$ cat src/crx_evt_timer.sv
// Shared constants of the receive block and its per-channel event timer
`timescale 1ns/100ps
`default_nettype none

package crx_pkg;
	localparam int CRX_NUM_RPDO = 5;
	localparam int CRX_NUM_EXTRA = 4;
	// ------------------------------------------------------------
	// Timing
	// ------------------------------------------------------------
	localparam int CRX_CLK_KHZ = 200000;
	localparam int CRX_BASE_MS = 5;
	localparam int CRX_BASE_CYC = CRX_BASE_MS * CRX_CLK_KHZ;
	localparam int CRX_PROC_MS = 20;
	localparam int CRX_PROC_TICKS = CRX_PROC_MS / CRX_BASE_MS;
	localparam int CRX_DIV_W = 20;
	localparam int CRX_UNITS_W = 14;
	// ------------------------------------------------------------
	// Reset values, limits and identifiers
	// ------------------------------------------------------------
	localparam logic [31:0] CRX_COMM_RST = 32'h8000_0000;
	localparam logic [15:0] CRX_EVT_RST = 16'h07D0;
	localparam logic [15:0] CRX_EVT_MAX = 16'hFFDC;
	localparam logic [6:0] CRX_NODE_RST = 7'h01;
	localparam int CRX_VALID_BIT = 31;
	localparam int CRX_ZERO_HI = 28;
	localparam int CRX_ZERO_LO = 11;
	localparam logic [10:0] CRX_SDO_RX_BASE = 11'h600;
	localparam logic [10:0] CRX_SDO_TX_BASE = 11'h580;
	// ------------------------------------------------------------
	// Register word indices, byte address is four times the index
	// ------------------------------------------------------------
	localparam logic [4:0] CRX_W_NODE = 5'h00;
	localparam logic [4:0] CRX_W_EXTRA = 5'h01;
	localparam logic [4:0] CRX_W_COMM = 5'h05;
	localparam logic [4:0] CRX_W_EVT = 5'h0A;
	localparam logic [4:0] CRX_W_ROUTE = 5'h0F;
	localparam logic [4:0] CRX_W_STATUS = 5'h10;
	localparam logic [4:0] CRX_W_MASK = 5'h11;
	localparam logic [4:0] CRX_W_EXIST = 5'h12;

	// Milliseconds rounded up to whole 5 ms units
	function automatic logic [13:0] crx_units(input logic [15:0] ms);
		logic [16:0] sum;
		sum = {1'b0, ms} + 17'h00004;
		return 14'(sum / 17'h00005);
	endfunction

	// Bit 5 flags a mapped word, bits 4:0 give its index
	function automatic logic [5:0] crx_word(input logic [7:0] a);
		logic ok;
		ok = (a[1:0] == 2'h0) && (a[7:2] <= {1'b0, CRX_W_EXIST});
		return {ok, a[6:2]};
	endfunction
endpackage

module crx_evt_timer import crx_pkg::*; (
	input wire logic pclk,
	input wire logic presetn,
	input wire logic tick,
	input wire logic restart,
	input wire logic [13:0] limit,
	output logic expired
);
	typedef struct packed {
		logic [13:0] cnt;
		logic armed;
		logic expired;
	} crx_tmr_type;

	crx_tmr_type s;
	crx_tmr_type next_s;

	// Armed by a reception; a zero limit never expires.
	// The partial tick after a reception is not counted, so expiry is
	// late by up to one tick but never early
	always_comb begin
		next_s = s;
		next_s.expired = 1'b0;
		if (restart) begin
			next_s.cnt = '0;
			next_s.armed = 1'b1;
		end else if (tick && s.armed && limit != '0) begin
			if (s.cnt >= limit) begin
				next_s.expired = 1'b1;
				next_s.armed = 1'b0;
			end else begin
				next_s.cnt = s.cnt + 14'h0001;
			end
		end
	end

	always_ff @(posedge pclk or negedge presetn) begin
		if (!presetn) begin
			s <= '0;
		end else begin
			s <= next_s;
		end
	end

	assign expired = s.expired;
endmodule // crx_evt_timer

`default_nettype wire

$ cat src/crx_node.sv
// CAN receive side: SDO channel matching, receive PDO config, timeouts
`timescale 1ns/100ps
`default_nettype none

module crx_node import crx_pkg::*; #(
	parameter int unsigned BASE_TICK_CYC = CRX_BASE_CYC
) (
	input wire logic pclk,
	input wire logic presetn,
	input wire logic psel,
	input wire logic penable,
	input wire logic pwrite,
	input wire logic [7:0] paddr,
	input wire logic [31:0] pwdata,
	output logic [31:0] prdata,
	output logic pready,
	output logic pslverr,
	output logic irq,
	input wire logic nmt_operational,
	input wire logic rx_valid,
	input wire logic [10:0] rx_id,
	input wire logic [63:0] rx_data,
	output logic sdo_req,
	output logic [2:0] sdo_chan,
	output logic [10:0] sdo_reply_id,
	output logic [63:0] sdo_data,
	output logic pdo_strobe,
	output logic [2:0] pdo_index,
	output logic [1:0] pdo_route,
	output logic [63:0] pdo_data,
	output logic [4:0] pdo_exist
);
	// ------------------------------------------------------------
	// State
	// ------------------------------------------------------------
	typedef enum logic {CRX_IDLE, CRX_SCAN} crx_scan_type;

	typedef struct packed {
		logic [6:0] node_id;
		logic [3:0][6:0] extra_id;
		logic [4:0][31:0] comm;
		logic [4:0][15:0] evt_ms;
		logic [4:0][1:0] route;
		logic [9:0] status;
		logic [9:0] mask;
		logic [4:0] exist;
		logic [4:0] pend;
		logic [4:0][63:0] held;
		logic [CRX_DIV_W-1:0] div_cnt;
		logic tick5;
		logic [1:0] sub_cnt;
		crx_scan_type scan;
		logic [2:0] idx;
		logic [31:0] prdata;
		logic sdo_req;
		logic [2:0] sdo_chan;
		logic [10:0] sdo_reply_id;
		logic [63:0] sdo_data;
		logic pdo_strobe;
		logic [2:0] pdo_index;
		logic [1:0] pdo_route;
		logic [63:0] pdo_data;
	} crx_state_type;

	crx_state_type s;
	crx_state_type next_s;

	logic [4:0] hit;
	logic [4:0] expired;
	logic [4:0] invalid;
	logic tick20;
	logic [5:0] wsel;
	logic [4:0] widx;
	logic acc;
	logic bad;
	logic [31:0] rdata;

	assign wsel = crx_word(paddr);
	assign widx = wsel[4:0];
	assign acc = psel && penable;
	assign tick20 = s.tick5 && (s.sub_cnt == 2'(CRX_PROC_TICKS - 1));

	// ------------------------------------------------------------
	// Per-PDO match and event timers
	// ------------------------------------------------------------
	genvar g;
	generate
		for (g = 0; g < CRX_NUM_RPDO; g++) begin : g_pdo
			// Bit 31 set or not operational keeps the frame out
			assign invalid[g] = s.comm[g][CRX_VALID_BIT];
			assign hit[g] = rx_valid && nmt_operational && !invalid[g]
				&& rx_id == s.comm[g][10:0];
			crx_evt_timer u_tmr (
				.pclk(pclk),
				.presetn(presetn),
				.tick(s.tick5),
				.restart(hit[g]),
				.limit(crx_units(s.evt_ms[g])),
				.expired(expired[g])
			);
		end
	endgenerate

	// Read mux, latched in the setup phase so prdata comes from a flop
	always_comb begin
		rdata = '0;
		if (!wsel[5]) begin
			rdata = '0; // Unmapped words read as zero
		end else if (widx == CRX_W_NODE) begin
			rdata = {25'h0, s.node_id};
		end else if (widx < CRX_W_COMM) begin
			rdata = {25'h0, s.extra_id[2'(widx - CRX_W_EXTRA)]};
		end else if (widx < CRX_W_EVT) begin
			rdata = s.comm[3'(widx - CRX_W_COMM)];
		end else if (widx < CRX_W_ROUTE) begin
			rdata = {16'h0, s.evt_ms[3'(widx - CRX_W_EVT)]};
		end else if (widx == CRX_W_ROUTE) begin
			rdata = {22'h0, s.route};
		end else if (widx == CRX_W_STATUS) begin
			rdata = {22'h0, s.status};
		end else if (widx == CRX_W_MASK) begin
			rdata = {22'h0, s.mask};
		end else begin
			rdata = {27'h0, s.exist};
		end
	end

	// Out-of-range values and read-only words answer with an error
	always_comb begin
		bad = !wsel[5];
		if (wsel[5] && pwrite) begin
			if (widx == CRX_W_NODE) begin
				bad = pwdata[31:7] != '0 || pwdata[6:0] == '0;
			end else if (widx < CRX_W_COMM) begin
				bad = pwdata[31:7] != '0;
			end else if (widx < CRX_W_EVT) begin
				bad = pwdata == '0 || pwdata[CRX_ZERO_HI:CRX_ZERO_LO] != '0;
			end else if (widx < CRX_W_ROUTE) begin
				bad = pwdata[31:16] != '0 || pwdata[15:0] > CRX_EVT_MAX;
			end else if (widx == CRX_W_ROUTE) begin
				bad = pwdata[31:10] != '0;
			end else if (widx == CRX_W_MASK) begin
				bad = pwdata[31:10] != '0;
			end else begin
				bad = 1'b1;
			end
		end
	end

	// ------------------------------------------------------------
	// Next state
	// ------------------------------------------------------------
	always_comb begin
		next_s = s;
		next_s.sdo_req = 1'b0;
		next_s.pdo_strobe = 1'b0;
		next_s.tick5 = 1'b0;
		// 5 ms base tick; the 20 ms cadence is every fourth one
		if (s.div_cnt == CRX_DIV_W'(BASE_TICK_CYC - 1)) begin
			next_s.div_cnt = '0;
			next_s.tick5 = 1'b1;
		end else begin
			next_s.div_cnt = s.div_cnt + 1'b1;
		end
		if (s.tick5) begin
			next_s.sub_cnt = s.sub_cnt + 2'h1;
		end
		// SDO: primary first, then the open extra channels
		if (rx_valid && rx_id == CRX_SDO_RX_BASE + {4'h0, s.node_id}) begin
			next_s.sdo_req = 1'b1;
			next_s.sdo_chan = 3'h0;
			next_s.sdo_reply_id = CRX_SDO_TX_BASE + {4'h0, s.node_id};
			next_s.sdo_data = rx_data;
		end else begin
			for (int k = CRX_NUM_EXTRA - 1; k >= 0; k--) begin
				if (rx_valid && s.extra_id[k] != '0
					&& rx_id == CRX_SDO_RX_BASE + {4'h0, s.extra_id[k]}) begin
					next_s.sdo_req = 1'b1;
					next_s.sdo_chan = 3'(k + 1);
					next_s.sdo_reply_id = CRX_SDO_TX_BASE + {4'h0, s.extra_id[k]};
					next_s.sdo_data = rx_data;
				end
			end
		end
		// Drain held frames one per cycle after each 20 ms tick
		unique case (s.scan)
			CRX_IDLE: begin
				if (tick20) begin
					next_s.scan = CRX_SCAN;
					next_s.idx = 3'h0;
				end
			end
			CRX_SCAN: begin
				if (s.pend[s.idx]) begin
					next_s.pend[s.idx] = 1'b0;
					next_s.pdo_strobe = 1'b1;
					next_s.pdo_index = s.idx;
					next_s.pdo_route = s.route[s.idx];
					next_s.pdo_data = s.held[s.idx];
				end
				if (s.idx == 3'(CRX_NUM_RPDO - 1)) begin
					next_s.scan = CRX_IDLE;
				end else begin
					next_s.idx = s.idx + 3'h1;
				end
			end
		endcase
		// Status read clears only what was snapshotted; new events win
		if (acc && !pwrite && wsel[5] && widx == CRX_W_STATUS) begin
			next_s.status = s.status & ~s.prdata[9:0];
		end
		for (int i = 0; i < CRX_NUM_RPDO; i++) begin
			if (expired[i]) begin
				next_s.exist[i] = 1'b0;
				next_s.status[i] = 1'b1;
			end
			if (hit[i]) begin
				next_s.exist[i] = 1'b1;
				// One frame per window is kept, later ones are dropped
				if (!next_s.pend[i]) begin
					next_s.pend[i] = 1'b1;
					next_s.held[i] = rx_data;
				end else begin
					next_s.status[5 + i] = 1'b1;
				end
			end
		end
		// APB setup snapshot and access-phase write
		if (psel && !penable) begin
			next_s.prdata = rdata;
		end
		if (acc && pwrite && !bad) begin
			if (widx == CRX_W_NODE) begin
				next_s.node_id = pwdata[6:0];
			end else if (widx < CRX_W_COMM) begin
				next_s.extra_id[2'(widx - CRX_W_EXTRA)] = pwdata[6:0];
			end else if (widx < CRX_W_EVT) begin
				next_s.comm[3'(widx - CRX_W_COMM)] = pwdata;
			end else if (widx < CRX_W_ROUTE) begin
				next_s.evt_ms[3'(widx - CRX_W_EVT)] = pwdata[15:0];
			end else if (widx == CRX_W_ROUTE) begin
				next_s.route = pwdata[9:0];
			end else begin
				next_s.mask = pwdata[9:0];
			end
		end
	end

	always_ff @(posedge pclk or negedge presetn) begin
		if (!presetn) begin
			s <= '0;
			s.node_id <= CRX_NODE_RST;
			s.comm <= {CRX_NUM_RPDO{CRX_COMM_RST}};
			s.evt_ms <= {CRX_NUM_RPDO{CRX_EVT_RST}};
			s.scan <= CRX_IDLE;
		end else begin
			s <= next_s;
		end
	end

	// ------------------------------------------------------------
	// Outputs
	// ------------------------------------------------------------
	assign prdata = s.prdata;
	assign pready = 1'b1;
	assign pslverr = acc && bad;
	assign irq = |(s.status & s.mask);
	assign sdo_req = s.sdo_req;
	assign sdo_chan = s.sdo_chan;
	assign sdo_reply_id = s.sdo_reply_id;
	assign sdo_data = s.sdo_data;
	assign pdo_strobe = s.pdo_strobe;
	assign pdo_index = s.pdo_index;
	assign pdo_route = s.pdo_route;
	assign pdo_data = s.pdo_data;
	assign pdo_exist = s.exist;
endmodule // crx_node

`default_nettype wire

$ cat config.mk
export PLATFORM = sky130hd
export DESIGN_NAME = crx_node
export DESIGN_NICKNAME = d
export VERILOG_FILES = /design/src/crx_evt_timer.sv /design/src/crx_node.sv
export SDC_FILE = /design/constraint.sdc
export NUM_CORES = 2
export LEC_CHECK = 0
export BUFFER_PORTS_ARGS = -buffer_cell sky130_fd_sc_hd__buf_4
export CAP_MARGIN = 40
export CORE_MARGIN = 2
export CORE_UTILIZATION = 56
export DETAILED_ROUTE_END_ITERATION = 7
export PLACE_DENSITY_LB_ADDON = 0.05
export SLEW_MARGIN = 0
export SYNTH_ARGS = -nofsm -noshare
export SYNTH_HDL_FRONTEND = slang
export SYNTH_SLANG_ARGS = --single-unit
$ cat constraint.sdc
create_clock -name pclk -period 9.7 [get_ports pclk]
set_clock_uncertainty 0.2 [all_clocks]
set_input_delay 1.455 -clock pclk [delete_from_list [all_inputs] [get_ports pclk]]
set_output_delay 1.455 -clock pclk [all_outputs]
set_load 0.1 [all_outputs]
==> flow_metrics.env <==
export IMPL_crit_type="reg2reg"
export IMPL_worstPathRequired_ns=10.10
export IMPL_worstPathMaxFanout=7
export IMPL_port_buffers=308
export IMPL_syn_instance_count=5651
export IMPL_clock_path_buffers=3
export IMPL_min_path_cells=1
export IMPL_top_level_ports=311
export IMPL_rr_startpoint="s[620]"
export IMPL_grtUsageMet1=0.455
export IMPL_startpoint_type="flip-flop"
export IMPL_htree_num_levels=3
export IMPL_synth_top_family_by_area="multiplexers"
export IMPL_wl_per_cell_um=23.0
export IMPL_grt_busiest_layer="met2"
export IMPL_drt_drc_violations_left=0
export IMPL_insertion_delay_ns=0.72
export IMPL_path_clk_slew_ns=0.06
export IMPL_drt_wl_total_um=171000
export IMPL_initial_utilization=0.566
export IMPL_synth_fa_ha_area_frac=0.0245
export IMPL_min_to="pdo_exist[1]"
export IMPL_synth_fp_nets=5877
export IMPL_timing_final_max_slew_violations=0
export IMPL_grt_first_pass_wirelength_um=263000
export IMPL_coreArea_um2=100000
export IMPL_maxCapViolCount=0
export IMPL_area_growth_pct=17.9
export IMPL_gp_congestion=0.978
export IMPL_p_total_w=0.00897
export IMPL_cts_tree="yes"
export IMPL_clock_fmax_mhz=107
export IMPL_cts_buffers=97
export IMPL_async_flop_share=1.00
export IMPL_netlist_area_um2=56900
export IMPL_hold_slack_ns=0.256
export IMPL_drt_initial_drc_count=4762
export IMPL_power_density_nw_per_um2=134
export IMPL_slew_headroom=0.282
export IMPL_yosys_area_share_simple=0.151
export IMPL_synth_cell_types=130
export IMPL_die_x_um=323
export IMPL_grt_met2_usage=0.499
export IMPL_fillers=7973
export IMPL_ys_flop_type="dfrtp_1"
export IMPL_grt_max_degree=185
export IMPL_core_rowCount=116
export IMPL_fp_dieH_um=323
export IMPL_worstRegToRegCells=47
export IMPL_r2r_end="g_pdo[3].u_tmr.s[15]"
export IMPL_fin_nets=6218
export IMPL_synth_seq_area_share=0.406
export IMPL_ir_worst_vdd_uv=146
export IMPL_grt_overflow_total=0
export IMPL_period_needed_ns=9.35
export IMPL_worstPathArrival_ns=9.75
export IMPL_synth_edff_count=0
export IMPL_vias=47600
export IMPL_synth_compound_area_frac=0.159
export IMPL_final_common_cell="dfrtp_1"
export IMPL_layout_worst_path_cycle_share=0.964
export IMPL_antenna_found_initial=8
export IMPL_synth_warnings=0
export IMPL_synth_seq_cells=920
export IMPL_finalSetupViolations=0
export IMPL_worstMarginPinSlew_ns=1.07
export IMPL_dp_worst_setup_slack_ns=-0.161
export IMPL_hp_start="g_pdo[1].u_tmr.expired"
export IMPL_first_pass_iters=8
export IMPL_worst_slack_ns=0.350
export IMPL_critPathSlowestCell="dfstp_2"
export IMPL_grt_pass1_vias=45100
export IMPL_vias_per_cell=6.40
export IMPL_r2r_slack_ns=0.35
export IMPL_status="completed"
export IMPL_root_buffer="clkbuf_16"
export IMPL_holdCritPathClass="reg2reg"
export IMPL_finalHoldViolCount=0
export IMPL_final_cell_mix="878 x dfrtp_1, 746 x buf_4, 582 x mux2_2"
export IMPL_track_usage=0.320
export IMPL_synth_mux_area_frac=0.166
export IMPL_slowest_delay_ns=0.61
export IMPL_end_kind="flip-flop"
export IMPL_layout_drive_gt1_share=0.338
export IMPL_antenna_left=0
export IMPL_dieArea_um2=104000
export IMPL_grt_use_met3=0.0584
export IMPL_dp_hpwl_um=119000
export IMPL_leakagePower_nw=30.3
export IMPL_syn_area_per_cell_um2=10.1
export IMPL_clock_sinks=920
export IMPL_synth_xor_area_frac=0.0368
==> critical path: cells and delay by family, from the launching register on <==
kind,cells,cell delay (ns)
compound gates,25,4.70
buf+inv,4,0.61
flops,1,0.61
xor+xnor,2,0.33
simple gates,14,2.23
fa+ha+maj,2,0.53
==> metrics by stage <==
step | std cells | setup TNS [ns] | area, µm² | utilization
4_1_cts | 7366 | 0 | 65100 | 0.648
2_1_floorplan | 5651 | 0 | 56900 | -
5_1_grt | 7432 | -2.58 | 67100 | 0.668
6_report | 7435 | 0 | 67100 | 0.668
3_5_place_dp | 7185 | -1.81 | 61600 | 0.613
3_3_place_gp | 7155 | 0 | 61200 | 0.609
==> layout make-up <==
type,instances,area (µm²),area share
Multi-Input combinational cell,4090,32200,0.481
Sequential cell,920,23100,0.344
Timing Repair Buffer,790,6270,0.0934
Clock buffer,142,2890,0.0430
Tap cell,1357,1700,0.0253
Clock inverter,39,533,0.00795
Inverter,93,358,0.00533
Antenna cell,4,10.0,0.000149
==> state kept, by name, indices dropped and copies added (netlist names) <==
name and count:
invalid 5, sdo_reply_id 8, prdata 32, g_pdo.u_tmr.s 75, s 652, pdo_route 2
pdo_index 3, pdo_exist 5, pdo_data 64, sdo_data 64, sdo_chan 3, g_pdo.u_tmr.expired 5
pdo_strobe 1, sdo_req 1
==> power by group <==
group          internal, W  switching, W
sequential         0.00385     0.0000195
combinational     0.000438      0.000709
clock              0.00230       0.00165
==> layer usage <==
metal  vias to the layer above  part of all wire
met4                         4             0.028
met5                         -           0.00015
li1                      21500                 -
met3                       288             0.078
met1                     23900              0.43
met2                      1828              0.46
==> cell families (layout without fill, tap and decap cells) <==
group / Yosys count / count (layout)
AOI/OAI and AO/OA: 1305 / 1306
xor gates and xnor gates: 239 / 239
adders and majority gates: 113 / 113
buffers and inverters: 642 / 1064
DFF: 920 / 920
muxes: 760 / 760
other: 2 / 6
and+or+nand+nor: 1670 / 1670
==> Yosys cell counts (25+ instances only) <==
library cell / number / share of area
inv_1: 81 / 0.0053
and2_1: 70 / 0.0077
nor2b_1: 84 / 0.0092
mux2_2: 583 / 0.12
o22ai_1: 31 / 0.0034
clkbuf_1: 269 / 0.018
buf_4: 197 / 0.026
and3_1: 61 / 0.0067
dfrtp_1: 884 / 0.39
a22o_1: 25 / 0.0038
buf_2: 48 / 0.0042
o21ai_0: 303 / 0.027
nor3_1: 158 / 0.014
nor4_1: 60 / 0.0066
dfstp_2: 36 / 0.017
nand3_1: 149 / 0.013
o211ai_1: 36 / 0.0048
a211oi_1: 56 / 0.0074
a22oi_1: 87 / 0.011
or2_2: 27 / 0.0030
nand2_1: 445 / 0.029
nand2b_1: 60 / 0.0066
nor2_1: 283 / 0.019
nand4_1: 101 / 0.011
mux2i_1: 87 / 0.015
buf_1: 31 / 0.0020
o31ai_1: 43 / 0.0057
or3_1: 42 / 0.0046
and4_1: 28 / 0.0043
xor2_1: 87 / 0.013
xnor2_1: 152 / 0.023
a21boi_0: 26 / 0.0034
mux4_2: 89 / 0.035
ha_1: 104 / 0.023
a21oi_1: 259 / 0.023
a31oi_1: 41 / 0.0045
==> worst max path at each step <==
stage | from | endpoint | depth (start not counted)
2_1_floorplan | s[572] | g_pdo[0].u_tmr.s[13] | 51
3_3_place_gp | s[623] | g_pdo[3].u_tmr.s[5] | 46
3_5_place_dp | s[625] | g_pdo[3].u_tmr.s[12] | 46
4_1_cts | s[625] | g_pdo[3].u_tmr.s[12] | 48
5_1_grt | s[618] | g_pdo[3].u_tmr.s[12] | 50
6_report | s[620] | g_pdo[3].u_tmr.s[15] | 47
==> timing repair <==
item / CTS / global route
setup buffers: 0 / 62
hold buffers: 0 / 0
gates cloned: 0 / 2
pin swaps: 0 / 111
gates resized for setup: 12 / 341
setup endpoints to repair: 33 / 79
(Power assumes the default switching activity.)
